**config.mk**
```make
export PLATFORM = sky130hd
export DESIGN_NAME = aacr_regs
export DESIGN_NICKNAME = d
export VERILOG_FILES = /design/src/include/aacr_pkg.sv /design/src/rtl/aacr_key_lock.sv /design/src/rtl/aacr_edge_flag.sv /design/src/rtl/aacr_regs.sv
export VERILOG_INCLUDE_DIRS = /design/src /design/src/include
export SDC_FILE = /design/constraint.sdc
export NUM_CORES = 1
export LEC_CHECK = 0
export BUFFER_PORTS_ARGS = -buffer_cell sky130_fd_sc_hd__buf_2
export CORE_UTILIZATION = 30
export DETAILED_ROUTE_END_ITERATION = 16
export GPL_ROUTABILITY_DRIVEN = 0
export GPL_TIMING_DRIVEN = 0
export SKIP_CTS_REPAIR_TIMING = 1
export SLEW_MARGIN = 20
export SYNTH_ARGS = -nofsm -noshare
export SYNTH_HDL_FRONTEND = slang
export SYNTH_SLANG_ARGS = --single-unit
```
**constraint.sdc**
```tcl
create_clock -name clk_in -period 1.7 [get_ports clk_in]
set_input_delay 0.085 -clock clk_in [delete_from_list [all_inputs] [get_ports clk_in]]
set_output_delay 0.085 -clock clk_in [all_outputs]
set_load 0.005 [all_outputs]
```
**src/include/aacr_defines.svh**
```systemverilog
/*
 * Holds the named constants of the analog auxiliary control registers:
 * byte addresses, field positions, reset values and the unlock keys.
 * Assumes it is included by its bare name wherever a constant is needed.
 */
`ifndef AACR_DEFINES_SVH
`define AACR_DEFINES_SVH

// ------------
// Register byte addresses
// ------------
`define AACR_ADDR_SUPPLY_MONITOR_CONTROL 32'hffff_0440
`define AACR_ADDR_COMPARATOR_CONTROL 32'hffff_0444
`define AACR_ADDR_EVENT_STATUS 32'hffff_0460
`define AACR_ADDR_EVENT_MASK 32'hffff_0464
`define AACR_ADDR_BUFFER_CONFIG_KEY_FIRST 32'hffff_0650
`define AACR_ADDR_OPAMP_BUFFER_CONFIG 32'hffff_0654
`define AACR_ADDR_BUFFER_CONFIG_KEY_SECOND 32'hffff_0658

// ------------
// Unlock keys
// ------------
`define AACR_KEY_FIRST 16'h009a
`define AACR_KEY_SECOND 16'h000c

// ------------
// Supply monitor control fields
// ------------
`define AACR_SUP_ABOVE_BIT 3
`define AACR_SUP_TRIP_BIT 2
`define AACR_SUP_ENABLE_BIT 1
`define AACR_SUP_FLAG_BIT 0

// ------------
// Comparator control fields
// ------------
`define AACR_CMP_ENABLE_BIT 10
`define AACR_CMP_NEG_HI 9
`define AACR_CMP_NEG_LO 8
`define AACR_CMP_ROUTE_HI 7
`define AACR_CMP_ROUTE_LO 6
`define AACR_CMP_RISE_BIT 1
`define AACR_CMP_FALL_BIT 0
`define AACR_ROUTE_PIN 2'h2
`define AACR_ROUTE_IRQ 2'h3

// ------------
// Widths and reset values
// ------------
`define AACR_OPAMP_CHANNELS 4
`define AACR_EVENT_COUNT 3
`define AACR_RESET_ZERO 32'h0000_0000
`define AACR_RESET_BIT 1'h0
`define AACR_RESET_BIT_HIGH 1'h1

`endif

```
**src/include/aacr_pkg.sv**
```systemverilog
/*
 * Holds the types of the analog auxiliary control registers: the bus
 * request carrier, the unlock states and the state records.
 * Assumes the defines header is on the include path.
 */
`include "aacr_defines.svh"

package aacr_pkg;

   // One-hot states of the buffer configuration unlock sequence.
   typedef enum logic [2:0] {
      AACR_LOCK_IDLE = 3'h1,
      AACR_LOCK_OPEN = 3'h2,
      AACR_LOCK_STAGED = 3'h4
   } aacr_lock_state_type;

   // One bus request: strobes are single-cycle and never both high.
   typedef struct packed {
      logic [31:0] addr;
      logic [31:0] wdata;
      logic wr;
      logic rd;
   } aacr_bus_req_type;

   // State of the unlock sequencer.
   typedef struct packed {
      aacr_lock_state_type lock;
      logic [`AACR_OPAMP_CHANNELS-1:0] staged;
      logic [`AACR_OPAMP_CHANNELS-1:0] cfg;
   } aacr_lock_reg_type;

   // State of one edge-set sticky flag.
   typedef struct packed {
      logic prev;
      logic flag;
   } aacr_flag_reg_type;

   // State of the register bank itself.
   typedef struct packed {
      logic sup_en;
      logic trip;
      logic cmp_en;
      logic [1:0] neg_sel;
      logic [1:0] route;
      logic [`AACR_EVENT_COUNT-1:0] evt_status;
      logic [`AACR_EVENT_COUNT-1:0] evt_mask;
      logic pin;
      logic [31:0] rdata;
   } aacr_main_reg_type;

endpackage

```
**src/rtl/aacr_key_lock.sv**
```systemverilog
/*
 * Holds the unlock sequencer that guards the op amp buffer configuration.
 * Assumes decoded single-cycle write strobes from the register bank.
 */
`timescale 1ns/100ps
`default_nettype none

module aacr_key_lock (
   input wire logic clk_in, // Core clock.
   input wire logic reset_n_in, // Asynchronous reset, active low.
   input wire logic key_first_wr_in, // Write to the first key register.
   input wire logic cfg_wr_in, // Write to the configuration register.
   input wire logic key_second_wr_in, // Write to the second key register.
   input wire logic other_wr_in, // Write to any other address.
   input wire logic [15:0] wdata_in, // Write data, low half.
   output logic [`AACR_OPAMP_CHANNELS-1:0] cfg_out // Committed configuration.
);

   aacr_pkg::aacr_lock_reg_type r;
   aacr_pkg::aacr_lock_reg_type next_r;

   // Any write that breaks the key, value, key order drops the sequence, except a
   // repeated right first key while open, so a stray store can never land in the configuration.
   always_comb begin
      next_r = r;
      case (r.lock)
         aacr_pkg::AACR_LOCK_IDLE: begin
            if (key_first_wr_in && wdata_in == `AACR_KEY_FIRST) begin
               next_r.lock = aacr_pkg::AACR_LOCK_OPEN;
            end
         end
         aacr_pkg::AACR_LOCK_OPEN: begin
            if (cfg_wr_in) begin
               next_r.staged = wdata_in[`AACR_OPAMP_CHANNELS-1:0];
               next_r.lock = aacr_pkg::AACR_LOCK_STAGED;
            end else if (key_second_wr_in || other_wr_in ||
                         (key_first_wr_in && wdata_in != `AACR_KEY_FIRST)) begin
               next_r.lock = aacr_pkg::AACR_LOCK_IDLE;
            end
         end
         aacr_pkg::AACR_LOCK_STAGED: begin
            if (key_second_wr_in && wdata_in == `AACR_KEY_SECOND) begin
               next_r.cfg = r.staged;
               next_r.lock = aacr_pkg::AACR_LOCK_IDLE;
            end else if (key_first_wr_in || cfg_wr_in || key_second_wr_in ||
                         other_wr_in) begin
               next_r.lock = aacr_pkg::AACR_LOCK_IDLE;
            end
         end
         default: begin
            next_r.lock = aacr_pkg::AACR_LOCK_IDLE;
         end
      endcase
   end

   // State register.
   always_ff @(posedge clk_in or negedge reset_n_in) begin
      if (!reset_n_in) begin
         r.lock <= aacr_pkg::AACR_LOCK_IDLE;
         r.staged <= `AACR_OPAMP_CHANNELS'(`AACR_RESET_ZERO);
         r.cfg <= `AACR_OPAMP_CHANNELS'(`AACR_RESET_ZERO);
      end else begin
         r <= next_r;
      end
   end

   assign cfg_out = r.cfg;

endmodule

`default_nettype wire

```
**src/rtl/aacr_edge_flag.sv**
```systemverilog
/*
 * Holds one sticky flag set by an edge of a level and cleared by a
 * write of one, the clear being accepted only while it is allowed.
 * Assumes the level is synchronous to the core clock.
 */
`timescale 1ns/100ps
`default_nettype none

module aacr_edge_flag #(
   parameter logic RISE = 1'b1, // High to catch rising edges.
   parameter logic PREV_INIT = 1'b0 // Level assumed before reset release.
) (
   input wire logic clk_in, // Core clock.
   input wire logic reset_n_in, // Asynchronous reset, active low.
   input wire logic level_in, // Watched level.
   input wire logic clear_in, // One-cycle write-one-to-clear pulse.
   input wire logic clear_allow_in, // Clear accepted while high.
   output logic flag_out, // Sticky flag.
   output logic event_out // One-cycle edge pulse.
);

   aacr_pkg::aacr_flag_reg_type r;
   aacr_pkg::aacr_flag_reg_type next_r;
   logic edge_seen;

   // The edge sets the flag even in the cycle of a clear, so no edge is lost.
   always_comb begin
      next_r = r;
      edge_seen = RISE ? (level_in && !r.prev) : (!level_in && r.prev);
      next_r.prev = level_in;
      next_r.flag = edge_seen || (r.flag && !(clear_in && clear_allow_in));
   end

   // State register.
   always_ff @(posedge clk_in or negedge reset_n_in) begin
      if (!reset_n_in) begin
         r.prev <= PREV_INIT;
         r.flag <= `AACR_RESET_BIT;
      end else begin
         r <= next_r;
      end
   end

   assign flag_out = r.flag;
   assign event_out = edge_seen;

endmodule

`default_nettype wire

```
**src/rtl/aacr_regs.sv**
```systemverilog
/*
 * Holds the register bank of the analog auxiliary functions: op amp
 * buffer configuration behind a key sequence, supply monitor control
 * with its low-supply flag, comparator control with its edge flags,
 * and an event status and mask pair feeding one interrupt line.
 * Assumes a plain register port with single-cycle strobes, inputs
 * synchronous to the core clock, and the interrupt controller's enable
 * bits for the supply monitor arriving as plain inputs.
 */
// Design decision made here: the plain strobed port.
// Notes on behaviour
// - Config bits 3..0 set op amp mode.
// - Key 0x9A, value, then key 0x0C.
// - Live supply bit; reads one when disabled.
// - Trip point select bit; one is reserved.
// - Supply monitor enable bit.
// - Low supply flag set on live fall.
// - Write one clears once supply high.
// - Supply request needs normal or fast enable.
// - Comparator enable bit.
// - Negative input select field, four codes.
// - Output route field; codes 00,01 reserved.
// - Sixteen-bit comparator register, upper reserved.
// - Positive input shared, output routable.
// - Route 10 to pin, 11 to interrupt.
// - Rising edge flag, write one clears.
`timescale 1ns/100ps
`default_nettype none

module aacr_regs (
   input wire logic clk_in, // Core clock, 250 MHz.
   input wire logic reset_n_in, // Asynchronous reset, active low.
   input wire aacr_pkg::aacr_bus_req_type bus_in, // Register bus request.
   output logic [31:0] rdata_out, // Read data, cycle after read strobe.
   input wire logic supply_comparator_in, // Supply above trip point.
   input wire logic comparator_result_in, // Voltage comparator result.
   input wire logic normal_irq_enable_in, // Supply source normal enable.
   input wire logic fast_irq_enable_in, // Supply source fast enable.
   output logic [`AACR_OPAMP_CHANNELS-1:0] opamp_mode_out, // Op amp mode.
   output logic supply_monitor_enable_out, // Supply monitor powered.
   output logic trip_point_select_out, // Trip point select.
   output logic comparator_enable_out, // Comparator powered.
   output logic [1:0] negative_input_select_out, // Negative input mux.
   output logic [1:0] output_route_select_out, // Output route mux.
   output logic comparator_output_pin_out, // Comparator output pin.
   output logic supply_irq_req_out, // Supply monitor request.
   output logic comparator_irq_req_out, // Comparator request.
   output logic event_irq_out // Masked event interrupt.
);

   // ------------
   // Address decode
   // ------------

   aacr_pkg::aacr_main_reg_type r;
   aacr_pkg::aacr_main_reg_type next_r;
   logic hit_sup;
   logic hit_cmp;
   logic hit_status;
   logic hit_mask;
   logic hit_key_first;
   logic hit_cfg;
   logic hit_key_second;
   logic wr_other;
   logic supply_above;
   logic sup_flag;
   logic rise_flag;
   logic fall_flag;
   logic sup_event;
   logic rise_event;
   logic fall_event;
   logic [`AACR_EVENT_COUNT-1:0] evt_pulse;
   logic [`AACR_EVENT_COUNT-1:0] evt_keep;

   // Full-address compare; anything else is unmapped and reads zero.
   assign hit_sup = bus_in.addr == `AACR_ADDR_SUPPLY_MONITOR_CONTROL;
   assign hit_cmp = bus_in.addr == `AACR_ADDR_COMPARATOR_CONTROL;
   assign hit_status = bus_in.addr == `AACR_ADDR_EVENT_STATUS;
   assign hit_mask = bus_in.addr == `AACR_ADDR_EVENT_MASK;
   assign hit_key_first = bus_in.addr == `AACR_ADDR_BUFFER_CONFIG_KEY_FIRST;
   assign hit_cfg = bus_in.addr == `AACR_ADDR_OPAMP_BUFFER_CONFIG;
   assign hit_key_second = bus_in.addr == `AACR_ADDR_BUFFER_CONFIG_KEY_SECOND;

   // Writes to any address outside the key sequence break the sequence.
   assign wr_other = bus_in.wr && !(hit_key_first || hit_cfg || hit_key_second);

   // ------------
   // Op amp buffer configuration
   // ------------

   // The sequencer owns the configuration so no plain write can reach it.
   aacr_key_lock u_key_lock (
      .clk_in(clk_in),
      .reset_n_in(reset_n_in),
      .key_first_wr_in(bus_in.wr && hit_key_first),
      .cfg_wr_in(bus_in.wr && hit_cfg),
      .key_second_wr_in(bus_in.wr && hit_key_second),
      .other_wr_in(wr_other),
      .wdata_in(bus_in.wdata[15:0]),
      .cfg_out(opamp_mode_out)
   );

   // ------------
   // Supply monitor flag
   // ------------

   // A powered-down monitor reports the supply as good.
   assign supply_above = !r.sup_en || supply_comparator_in;

   // The clear is refused while the supply is still low, so the handler
   // cannot drop the flag before the supply has recovered.
   aacr_edge_flag #(
      .RISE(1'b0),
      .PREV_INIT(`AACR_RESET_BIT_HIGH)
   ) u_supply_flag (
      .clk_in(clk_in),
      .reset_n_in(reset_n_in),
      .level_in(supply_above),
      .clear_in(bus_in.wr && hit_sup && bus_in.wdata[`AACR_SUP_FLAG_BIT]),
      .clear_allow_in(supply_above),
      .flag_out(sup_flag),
      .event_out(sup_event)
   );

   // ------------
   // Comparator edge flags
   // ------------

   // Rising edge flag, cleared by a write of one at any time.
   aacr_edge_flag #(
      .RISE(1'b1),
      .PREV_INIT(`AACR_RESET_BIT)
   ) u_rise_flag (
      .clk_in(clk_in),
      .reset_n_in(reset_n_in),
      .level_in(comparator_result_in && r.cmp_en),
      .clear_in(bus_in.wr && hit_cmp && bus_in.wdata[`AACR_CMP_RISE_BIT]),
      .clear_allow_in(`AACR_RESET_BIT_HIGH),
      .flag_out(rise_flag),
      .event_out(rise_event)
   );

   // Falling edge flag, cleared the same way.
   aacr_edge_flag #(
      .RISE(1'b0),
      .PREV_INIT(`AACR_RESET_BIT)
   ) u_fall_flag (
      .clk_in(clk_in),
      .reset_n_in(reset_n_in),
      .level_in(comparator_result_in && r.cmp_en),
      .clear_in(bus_in.wr && hit_cmp && bus_in.wdata[`AACR_CMP_FALL_BIT]),
      .clear_allow_in(`AACR_RESET_BIT_HIGH),
      .flag_out(fall_flag),
      .event_out(fall_event)
   );

   // ------------
   // Event status bits
   // ------------

   assign evt_pulse = {fall_event, rise_event, sup_event};

   // A read clears the status, but an event in the same cycle survives.
   generate
      for (genvar i = 0; i < `AACR_EVENT_COUNT; i++) begin : g_evt
         assign evt_keep[i] = evt_pulse[i] ||
                              (r.evt_status[i] && !(bus_in.rd && hit_status));
      end
   endgenerate

   // ------------
   // Register update and read data
   // ------------

   // Stored fields, routed outputs and the registered read answer.
   always_comb begin
      next_r = r;
      next_r.evt_status = evt_keep;
      if (bus_in.wr && hit_sup) begin
         next_r.trip = bus_in.wdata[`AACR_SUP_TRIP_BIT];
         next_r.sup_en = bus_in.wdata[`AACR_SUP_ENABLE_BIT];
      end
      if (bus_in.wr && hit_cmp) begin
         next_r.cmp_en = bus_in.wdata[`AACR_CMP_ENABLE_BIT];
         next_r.neg_sel = bus_in.wdata[`AACR_CMP_NEG_HI:`AACR_CMP_NEG_LO];
         next_r.route = bus_in.wdata[`AACR_CMP_ROUTE_HI:`AACR_CMP_ROUTE_LO];
      end
      if (bus_in.wr && hit_mask) begin
         next_r.evt_mask = bus_in.wdata[`AACR_EVENT_COUNT-1:0];
      end
      // The pin follows the comparator only when routed out and powered.
      next_r.pin = r.cmp_en && (r.route == `AACR_ROUTE_PIN) &&
                   comparator_result_in;
      next_r.rdata = `AACR_RESET_ZERO;
      if (bus_in.rd) begin
         if (hit_sup) begin
            next_r.rdata[`AACR_SUP_ABOVE_BIT] = supply_above;
            next_r.rdata[`AACR_SUP_TRIP_BIT] = r.trip;
            next_r.rdata[`AACR_SUP_ENABLE_BIT] = r.sup_en;
            next_r.rdata[`AACR_SUP_FLAG_BIT] = sup_flag;
         end else if (hit_cmp) begin
            // Upper bits stay zero: the register is sixteen bits wide.
            next_r.rdata[`AACR_CMP_ENABLE_BIT] = r.cmp_en;
            next_r.rdata[`AACR_CMP_NEG_HI:`AACR_CMP_NEG_LO] = r.neg_sel;
            next_r.rdata[`AACR_CMP_ROUTE_HI:`AACR_CMP_ROUTE_LO] = r.route;
            next_r.rdata[`AACR_CMP_RISE_BIT] = rise_flag;
            next_r.rdata[`AACR_CMP_FALL_BIT] = fall_flag;
         end else if (hit_cfg) begin
            next_r.rdata[`AACR_OPAMP_CHANNELS-1:0] = opamp_mode_out;
         end else if (hit_status) begin
            next_r.rdata[`AACR_EVENT_COUNT-1:0] = r.evt_status;
         end else if (hit_mask) begin
            next_r.rdata[`AACR_EVENT_COUNT-1:0] = r.evt_mask;
         end
      end
   end

   // State register.
   always_ff @(posedge clk_in or negedge reset_n_in) begin
      if (!reset_n_in) begin
         r.sup_en <= `AACR_RESET_BIT;
         r.trip <= `AACR_RESET_BIT;
         r.cmp_en <= `AACR_RESET_BIT;
         r.neg_sel <= 2'(`AACR_RESET_ZERO);
         r.route <= 2'(`AACR_RESET_ZERO);
         r.evt_status <= `AACR_EVENT_COUNT'(`AACR_RESET_ZERO);
         r.evt_mask <= `AACR_EVENT_COUNT'(`AACR_RESET_ZERO);
         r.pin <= `AACR_RESET_BIT;
         r.rdata <= `AACR_RESET_ZERO;
      end else begin
         r <= next_r;
      end
   end

   // ------------
   // Outputs
   // ------------

   assign rdata_out = r.rdata;
   assign supply_monitor_enable_out = r.sup_en;
   assign trip_point_select_out = r.trip;
   assign comparator_enable_out = r.cmp_en;
   assign negative_input_select_out = r.neg_sel;
   assign output_route_select_out = r.route;
   assign comparator_output_pin_out = r.pin;

   // The flag only reaches the core when one enable is set.
   assign supply_irq_req_out = sup_flag &&
                               (normal_irq_enable_in || fast_irq_enable_in);

   // Route 11 turns the rising edge flag into a request.
   assign comparator_irq_req_out = r.cmp_en && (r.route == `AACR_ROUTE_IRQ) &&
                                   rise_flag;

   // Level interrupt while any unmasked status bit is set.
   assign event_irq_out = |(r.evt_status & r.evt_mask);

endmodule

`default_nettype wire

```
---- Yosys cells after proc, flatten, opt, wreduce, memory -nomap -nowiden ----
Index checks and enable logic that the tools add are counted.
word-level totals
  memories kept ........................... 0
  memory bits (read-only) ................. 0
  latch bits .............................. 0
  bits in writable memories ............... 0
  register bits ........................... 39
  output and inout port bits .............. 47
  input bits .............................. 72
  word-level logic and storage cells ...... 111
cells by class
  multiplexer cells ....................... 17
  add/subtract/negate cells ............... 0
  bitwise gates (word level) .............. 1
  magnitude comparators ................... 0
  multiply operators ...................... 0
  equality and inequality tests ........... 18
  div/mod/pow operators ................... 0
  reduce and logical (&&, ||, !) cells .... 58
  shift-type cells ........................ 0
operators with widths
  kind                                                                     number
  32-bit equality test (second input constant)                             7
  1-bit logical AND                                                        30
  3-bit 2-to-1 mux                                                         8
  16-bit by 4-bit equality test with 1-bit output (second input constant)  1
  16-bit by 8-bit equality test with 1-bit output (second input constant)  1
  16-bit by 8-bit != test with 1-bit output (second input constant)        1
  1-bit logical OR                                                         15
  5-bit 2-to-1 mux                                                         3
  1-bit zero test                                                          9
  3-bit one-hot mux with 3 select lines                                    1
  4-bit 2-to-1 mux                                                         2
  3-bit by 1-bit != test with 1-bit output (second input constant)         2
  2-bit equality test (second input constant)                              2
  2-bit 2-to-1 mux                                                         2
  2-bit AND reduction                                                      2
  3-bit bitwise AND                                                        1
  3-bit by 1-bit equality test with 1-bit output (second input constant)   1
  3-bit by 2-bit equality test with 1-bit output (second input constant)   1
  3-bit equality test (second input constant)                              1
  3-bit AND reduction                                                      1
  3-bit OR reduction                                                       1
  2-bit by 1-bit != test with 1-bit output (second input constant)         1
  1-bit 2-to-1 mux                                                         1

---- Logic depth before layout (Yosys ltp) ----
Gate-level depths: netlist (run 1).
  word-level depth ........................ 10
  depth in mapped cells ................... 7

---- Modules after synthesis ----
Synthesis (run 1) repeated with hierarchy kept, for this count alone.
unflattened totals
  cells, all modules ...................... 218
  area total of the unflattened synthesis .. 2,369.8 um^2
by module, submodules not included
  module                             area an instance (um^2)  cells each  instances
  aacr_regs                          1,541.5                  154         1
  aacr_key_lock                      601.8                    49          1
  aacr_edge_flag at u_fall_flag ...  75.1                     5           2
  aacr_edge_flag at u_supply_flag    76.3                     5           1

---- Least setup slack after synthesis (run 1) ----
No wires, ideal clock.
  path type ............................... flip-flop to flip-flop
  from .................................... reg u_key_lock.r[8] (netlist name)
  to ...................................... reg u_key_lock.r, in the netlist u_key_lock.cfg_out[0]
  buffers on the path ..................... 0
  stages on the path, launching flop included .. 6
  setup time .............................. 125 ps
  slack ................................... -92 ps
  period minus slack after synthesis ...... 1,792 ps
  arrival time ............................ 1,668 ps
  cells stage by stage .................... dfstp_2 > or3b_1 > or4_1 > nor3_2 > nand3_2 > mux2_2
on the way
  word-level cells in the longest chain between the ends .. 2
RTL lines
  element                               line                 RTL
  start, declared                       aacr_key_lock.sv:19  aacr_pkg::aacr_lock_reg_type r;
  start signal, assigned                aacr_key_lock.sv:63  r <= next_r;
  3-bit equality test                   aacr_key_lock.sv:26  case (r.lock)
  2-bit AND reduction (no source line)  --
Every way passes these cells.
A chain may end at the register's enable or synchronous reset.

---- Worst setup path after layout (run 1) ----
  from .................................... reg u_key_lock.r[9] (netlist name)
  to ...................................... reg u_key_lock.r, in the netlist u_key_lock.cfg_out[0]
The elaborated chain is that of the path after synthesis.

==> qor.yml, run 1 <==
run_status: "finished with violations"
violations: "negative setup slack"
setup_viol: 4
synth_edf_count: 0
drv_cap: 0
ys_seq_elements: 39
grtUsageTotal_pct: 14.74
die_h_microns: 89.37
ys_seq_area_share_pct: 42.73
start_kind: "flop"
p_leak_nw: 1.595
criticalPathCategory: "reg2reg"
synthArstFlopShare_pct: 100.0
cp_top_family: "simple AND/OR/NAND/NOR gates"
overflow: 0
area_growth_pct: 34.64
dpl_cell_area_sq_um: 2892
synth.distinct_cells: 50
wl_met3_microns: 326
syn_inst: 212
vias: 2012
drive_gt1_share_pct: 51.38
timing.final.crit_share_pct: 113.3
postSynthAreaPerCell_sq_um: 10.80
drc: 0
cts_sinks: 39
yosysWarnings: 0
path_cells: "or3b_4 -> or4_4 -> nor3_2 -> nand3_2 -> mux2_2"
clkLatencyLatePin_ps: 290
dpl_worst_slack_ps: -335.0
grt_pass1_vias: 1850
arrival_ps: 2100
ant_nets: 0
grt_antenna_before_repair: 0
power_mw: 1.932
cts_made_buffers: 5
slew-limit-headroom_pct: 43.31
cts_tree: "yes"
fmax_mhz: 519.3
cellPowerDensity_nw_per_um2: 626.7
critPathCaptureType: "flop"
start_util_pct: 31.23
vias_per_cell: 4.745
n_antenna_cell: 0
peakVddDrop_uv: 327.6
finalCriticalPeriod_ps: 1926
cp_num_buf_inv: 0
finClkSkew_ps: 6.063
die_w_microns: 89.37
max_stage_delay_ps: 430
portBuffers: 79
rows: 31
wl_met1_microns: 2511
stdcell_area_sq_um: 3083
finalWirelength_microns: 5771
wl_per_cell_microns: 13.61
slowest_stage: "or4_4"
post-dp-hpwl_microns: 4600
first_pass_iters: 4
drv_slew: 0
rsz0062_at_grt: "yes"
core_sq_um: 7331
met2_length_microns: 2844
highest_layer: "met4"
hold_viol_final: 0
worstMarginPinSlew_ps: 850.3
cts-root-buf: "clkbuf_8"
hp-class: "in2reg"
clk_path_buf_depth: 2
num-nets-final: 396
grt_max_degree: 40
ios: 119
dieArea_sq_um: 7986
synth_area_sq_um: 2290
critPathMaxFanout: 4
final_common_cell: "buf_2"
final_cell_mix: "buf_2 (82), buf_4 (43), dfrtp_1 (37)"
cts_htree_levels: 2
drt_first_iter_violations: 118
grt_pass1_wl_microns: 8894
clk_pin_slew_ps: 80
worst_slack_ps: -225.7
setup_tns_ps: -878.8
synth_ff_type: "dfrtp_1"
cp.required_ps: 1870
[final cells by class]
cell class / instances / area [sq um]
Clock buffer: 6 / 82.58
Tap cell: 99 / 123.9
Buffer: 44 / 319.1
Inverter: 4 / 15.01
Timing Repair Buffer: 83 / 427.9
Fill cell: 726 / 4248
Multi-Input combinational cell: 147 / 1101
Sequential cell: 39 / 978.4
Clock inverter: 2 / 35.03
[metal layers]
metal,track usage [%],up-vias
li1,-,974
met1,18.98,960
met2,24.77,67
met3,3.139,11
met4,4.618,0
met5,0,-
[cells by family after synthesis]
family	synth area share, %
buffers and inverters	14.59
AO/OA/AOI/OAI	10.55
flip-flops	42.73
other	0.1638
multiplexers	8.852
AND/OR/NAND/NOR	23.12
[state kept, by name, summed over array words and instances (netlist names), 2 cells and up]
signal                     flops
r                              6
negative_input_select_out      2
output_route_select_out        2
u_key_lock.cfg_out             4
rdata_out                      9
u_key_lock.r                   7
[stage by stage]
step	hold slack, ps	instances	utilization (%)
final	45.10	424	42.06
after global placement	242.4	412	39.44
after CTS	-76.79	420	41.05
after detailed placement	247.3	412	39.44
after floorplan	-210.6	234	-
after global routing	39.78	424	42.06
[worst reg2reg max path, cell delays in order (launching register included)]
cell,delay [ps]
dfrtp_1,410
or3b_4,380
or4_4,430
nor3_2,130
nand3_2,150
mux2_2,300
[synth_stat cells, drive strengths merged (2+ instances only)]
| library cell | instances | area (sq um) |
|---|---|---|
| a22oi | 3 | 22.52 |
| inv | 4 | 15.01 |
| dfstp | 2 | 52.55 |
| or4 | 5 | 37.54 |
| and4b | 2 | 20.02 |
| o22a | 2 | 17.52 |
| nand2 | 6 | 22.52 |
| nor3b | 2 | 15.01 |
| a31oi | 2 | 12.51 |
| a21oi | 2 | 10.01 |
| or4b | 2 | 23.77 |
| a22o | 3 | 26.28 |
| o22ai | 2 | 12.51 |
| buf | 43 | 315.3 |
| nor2 | 7 | 26.28 |
| dfrtp | 37 | 925.9 |
| and3 | 2 | 12.51 |
| o2bb2ai | 2 | 17.52 |
| a21boi | 2 | 15.01 |
| nor3 | 7 | 56.31 |
| nand4b | 5 | 43.79 |
| mux2 | 18 | 202.7 |
| nand2b | 2 | 12.51 |
| nor4b | 3 | 32.53 |
| nor4 | 5 | 31.28 |
| nand4 | 6 | 37.54 |
| a221oi | 2 | 30.03 |
| and4 | 7 | 61.31 |
| nand3 | 12 | 65.06 |
[report_power, final]
group	internal (mW)	total [mW]	switching, mW
clock network	0.475	0.801	0.326
registers	0.928	0.930	0.00127
logic	0.0995	0.202	0.102
[worst paths after layout]
path / startpoint / slack (ps) / to / depth (start not counted)
max: u_key_lock.r[9] / -230 / u_key_lock.cfg_out[0] / 5
min: bus_in[12] / 50 / comparator_enable_out / 2
max reg2reg: u_key_lock.r[9] / -230 / u_key_lock.cfg_out[0] / 5
min reg2reg: u_key_lock.r[7] / 500 / u_key_lock.cfg_out[3] / 1
max in group asynchronous: reset_n_in / 720 / output_route_select_out[1] / 2
min in group asynchronous: reset_n_in / 440 / rdata_out[2] / 2
Note: power is estimated with default switching activity, not from simulation.
==> inputs of run 2 (changes only) <==
- MAX_ROUTING_LAYER: default -> met4
==> qor.yml, run 2 (synthesis results as in run 1) <==
grt_pass1_wl_microns: 8901  # about the same
drv_slew: 0  # unchanged
clk_path_buf_depth: 2  # unchanged
placed_cells: 412  # unchanged
largest_reg_flops: 9  # unchanged
dieArea_sq_um: 7986  # unchanged
hp-class: "in2reg"
r2r_setup_slack_ps: -220  # about the same
cp_top_family: "simple AND/OR/NAND/NOR gates"
rsz0062_at_grt: "yes"
critPathMaxFanout: 4  # unchanged
area_growth_pct: 34.64  # unchanged
finalWirelength_microns: 5782  # +0.19%
dpl_cell_area_sq_um: 2892  # unchanged
slew-limit-headroom_pct: 43.23  # -0.088 points
grt_antenna_before_repair: 0  # unchanged
peakVddDrop_uv: 327.6  # about the same
final_cell_mix: "buf_2 (82), buf_4 (43), dfrtp_1 (37)"
stdcell_area_sq_um: 3083  # unchanged
clk_pin_slew_ps: 80  # about the same
finalCriticalPeriod_ps: 1922  # -3.688 ps
max_stage_delay_ps: 430  # about the same
power_mw: 1.934  # about the same
rr_worst_depth: 5  # unchanged
top_usage_layer: "met2"
cp.required_ps: 1870  # about the same
worstMarginPinSlew_ps: 851.6  # +1.328 ps
cts_tree: "yes"
fmax_mhz: 520.3  # +0.19%
hold_depth: 2  # unchanged
grt_use_met2_pct: 24.77  # unchanged
vias_per_cell: 4.719  # -0.55%
rows: 31  # unchanged
grt.met3_usage_pct: 2.585  # -0.55 points
cts_made_buffers: 5  # unchanged
violations: "negative setup slack"
fin_util_pct: 42.06  # unchanged
hold_viol_final: 0  # unchanged
rr_startpoint: "u_key_lock.r[9]"
cts-root-buf: "clkbuf_8"
post-dp-hpwl_microns: 4600  # unchanged
min_to: "comparator_enable_out"
min_from: "bus_in[12]"
grt_pass1_vias: 1849  # -0.054%
criticalPathCategory: "reg2reg"
critPathCaptureType: "flop"
timing.final.crit_share_pct: 113.1  # -0.22 points
wl_per_cell_microns: 13.64  # +0.19%
vias: 2001  # -0.55%
r2r-end: "u_key_lock.cfg_out[0]"
cts_htree_levels: 2  # unchanged
n_antenna_cell: 0  # unchanged
clkLatencyLatePin_ps: 290  # about the same
worst_slack_ps: -222.0  # +3.688 ps
drt_first_iter_violations: 84  # -29%
ios: 119  # unchanged
nFillCells: 726  # unchanged
grtUsageTotal_pct: 15.19  # +0.46 points
drive_gt1_share_pct: 51.38  # unchanged
run_status: "finished with violations"
grt.met1_usage_pct: 19.32  # +0.35 points
grt_max_degree: 40  # unchanged
ant_nets: 0  # unchanged
final_common_cell: "buf_2"
arrival_ps: 2100  # about the same
portBuffers: 79  # unchanged
drc: 0  # unchanged
core_sq_um: 7331  # unchanged
fin_cells: 424  # unchanged
cp_num_buf_inv: 0  # unchanged
p_leak_nw: 1.595  # unchanged
path_cells: "or3b_4 -> or4_4 -> nor3_2 -> nand3_2 -> mux2_2"
num-nets-final: 396  # unchanged
dpl_worst_slack_ps: -335.0  # unchanged
cellPowerDensity_nw_per_um2: 627.2  # about the same
first_pass_iters: 4  # unchanged
finClkSkew_ps: 5.493  # -0.5701 ps
die_w_microns: 89.37  # unchanged
start_kind: "flop"
overflow: 0  # unchanged
die_h_microns: 89.37  # unchanged
startpoint: "u_key_lock.r[9]"
cts_sinks: 39  # unchanged
drv_cap: 0  # unchanged
slowest_stage: "or4_4"
setup_viol: 4  # unchanged
start_util_pct: 31.23  # unchanged
run 2: cell counts in the layout (fill, tap and decap cells not counted):
Identical to the previous run, type by type.
run 2: cell type report:
cell class                      count  area (sq um)  area share, %
Sequential cell                    39         978.4          31.74
Inverter                            4         15.01         0.4870
Buffer                             44         319.1          10.35
Multi-Input combinational cell    147          1101          35.71
Tap cell                           99         123.9          4.018
Clock inverter                      2         35.03          1.136
Clock buffer                        6         82.58          2.679
Timing Repair Buffer               83         427.9          13.88
run 2: power breakdown:
part / total, mW / switching (mW) / internal (mW)
Clock: 0.802 / 0.327 / 0.475
Sequential: 0.930 / 0.00127 / 0.928
Combinational: 0.202 / 0.102 / 0.0995
run 2: layer usage:
metal	vias up	part of all wire, %
met1	952	44
met5	-	0
met4	0	1.5
met2	66	50
li1	972	-
met3	11	4.7
run 2: worst max path at each step:
stage                            end  slack, ps  cells after the start
3_5_place_dp         u_key_lock.r[5]       -340                      8
2_1_floorplan  u_key_lock.cfg_out[0]        -80                      5
3_3_place_gp         u_key_lock.r[4]       -330                      8
4_1_cts        u_key_lock.cfg_out[0]       -250                      5
5_1_grt        u_key_lock.cfg_out[2]       -260                      5
6_report       u_key_lock.cfg_out[0]       -220                      5
run 2: metrics by stage:
step | hold slack, ps | setup TNS, ps
after floorplan | -210.6 | -329.0
after global placement | 242.4 | -5278
after detailed placement | 247.3 | -5459
after CTS | -76.79 | -1133
after global routing | 39.78 | -1037
final | 45.28 | -859.6
==> inputs of run 3 (changes only) <==
- SKIP_LAST_GASP: default -> 1
==> qor.yml, run 3 (synthesis results as in run 1) <==
start_kind: "flop"
clk_pin_slew_ps: 80  # about the same
vias_per_cell: 4.712  # -0.15%
grt.met1_usage_pct: 19.32  # unchanged
num-nets-final: 396  # unchanged
hold_viol_final: 0  # unchanged
grt_pass1_vias: 1849  # unchanged
finClkSkew_ps: 5.720  # +0.2267 ps
dieArea_sq_um: 7986  # unchanged
first_pass_iters: 4  # unchanged
critPathCaptureType: "flop"
grt.met3_usage_pct: 2.585  # unchanged
criticalPathCategory: "reg2reg"
cp_top_family: "simple AND/OR/NAND/NOR gates"
portBuffers: 79  # unchanged
start_util_pct: 31.23  # unchanged
cp.required_ps: 1870  # about the same
nFillCells: 726  # unchanged
cts_made_buffers: 5  # unchanged
post-dp-hpwl_microns: 4600  # unchanged
clkLatencyLatePin_ps: 290  # about the same
vias: 1998  # -0.15%
final_cell_mix: "buf_2 (82), buf_4 (43), dfrtp_1 (37)"
grt_use_met2_pct: 24.77  # unchanged
top_usage_layer: "met2"
rr_startpoint: "u_key_lock.r[9]"
wl_per_cell_microns: 13.65  # about the same
cts-root-buf: "clkbuf_8"
grtUsageTotal_pct: 15.19  # unchanged
setup_viol: 4  # unchanged
run_status: "finished with violations"
cts_tree: "yes"
min_to: "comparator_enable_out"
hold_ws_ps: 45.25  # -0.03530 ps
cp_num_buf_inv: 0  # unchanged
drv_cap: 0  # unchanged
min_from: "bus_in[12]"
drv_slew: 0  # unchanged
drt_first_iter_violations: 76  # -9.5%
final_common_cell: "buf_2"
die_h_microns: 89.37  # unchanged
core_sq_um: 7331  # unchanged
arrival_ps: 2100  # about the same
grt_max_degree: 40  # unchanged
peakVddDrop_uv: 327.8  # about the same
slew-limit-headroom_pct: 43.22  # about the same
overflow: 0  # unchanged
grt_antenna_before_repair: 0  # unchanged
violations: "negative setup slack"
ant_nets: 0  # unchanged
die_w_microns: 89.37  # unchanged
grt_pass1_wl_microns: 8901  # unchanged
power_mw: 1.934  # about the same
largest_reg_flops: 9  # unchanged
rr_worst_depth: 5  # unchanged
drc: 0  # unchanged
cts_sinks: 39  # unchanged
finalCriticalPeriod_ps: 1922  # +0.1390 ps
worst_slack_ps: -222.2  # -0.1390 ps
multi_input_area_sq_um: 1099  # -0.23%
p_leak_nw: 1.595  # about the same
worstMarginPinSlew_ps: 851.7  # +0.09412 ps
placed_cells: 412  # unchanged
cts_htree_levels: 2  # unchanged
clk_path_buf_depth: 2  # unchanged
ios: 119  # unchanged
drive_gt1_share_pct: 51.08  # -0.31 points
hold_depth: 2  # unchanged
max_stage_delay_ps: 430  # about the same
n_antenna_cell: 0  # unchanged
r2r-end: "u_key_lock.cfg_out[0]"
r2r_setup_slack_ps: -220  # about the same
finalWirelength_microns: 5786  # about the same
rows: 31  # unchanged
regArea_sq_um: 978.4  # unchanged
cellPowerDensity_nw_per_um2: 627.9  # +0.12%
rsz0062_at_grt: "yes"
slowest_stage: "or4_4"
hp-class: "in2reg"
area_growth_pct: 34.54  # about the same
dpl_worst_slack_ps: -335.0  # unchanged
critPathMaxFanout: 4  # unchanged
setup_tns_ps: -858.4  # +1.258 ps
fin_cells: 424  # unchanged
timing.final.crit_share_pct: 113.1  # about the same
path_cells: "or3b_4 -> or4_4 -> nor3_2 -> nand3_2 -> mux2_2"
fmax_mhz: 520.2  # about the same
==> run 3: cell counts in the layout (fill, tap and decap cells not counted) <==
Identical to the previous run, type by type.
==> run 3: how the worst max path moves through the flow <==
stage,startpoint,endpoint,slack [ps],cells after the start
2_1_floorplan,u_key_lock.r[8],u_key_lock.cfg_out[0],-80,5
3_3_place_gp,bus_in[41],u_key_lock.r[4],-330,8
3_5_place_dp,bus_in[41],u_key_lock.r[5],-340,8
4_1_cts,u_key_lock.r[10],u_key_lock.cfg_out[0],-250,5
5_1_grt,u_key_lock.r[10],u_key_lock.cfg_out[2],-260,5
6_report,u_key_lock.r[9],u_key_lock.cfg_out[0],-220,5
==> run 3: power breakdown <==
part	switching [mW]	internal [mW]
registers	0.00127	0.928
clock network	0.329	0.475
logic	0.102	0.0994
==> run 3: cell type report <==
class	instances	area share (%)
plain buffers	44	10.36
clock buffers	6	2.681
clock inverters	2	1.137
inverters	4	0.4874
multi-input cells	147	35.66
flip-flops and latches	39	31.76
well taps	99	4.021
repair buffers	83	13.89
==> run 3: per-layer routing <==
metal / up-vias / routed length, microns
met5: - / 0
met3: 11 / 279
li1: 972 / -
met1: 949 / 2549
met2: 66 / 2868
met4: 0 / 88
==> run 3: stage by stage <==
step / util [%] / area, sq um
after floorplan: - / 2372
after global placement: 39.44 / 2892
after detailed placement: 39.44 / 2892
after CTS: 41.05 / 3009
after global routing: 42.02 / 3080
final: 42.02 / 3080
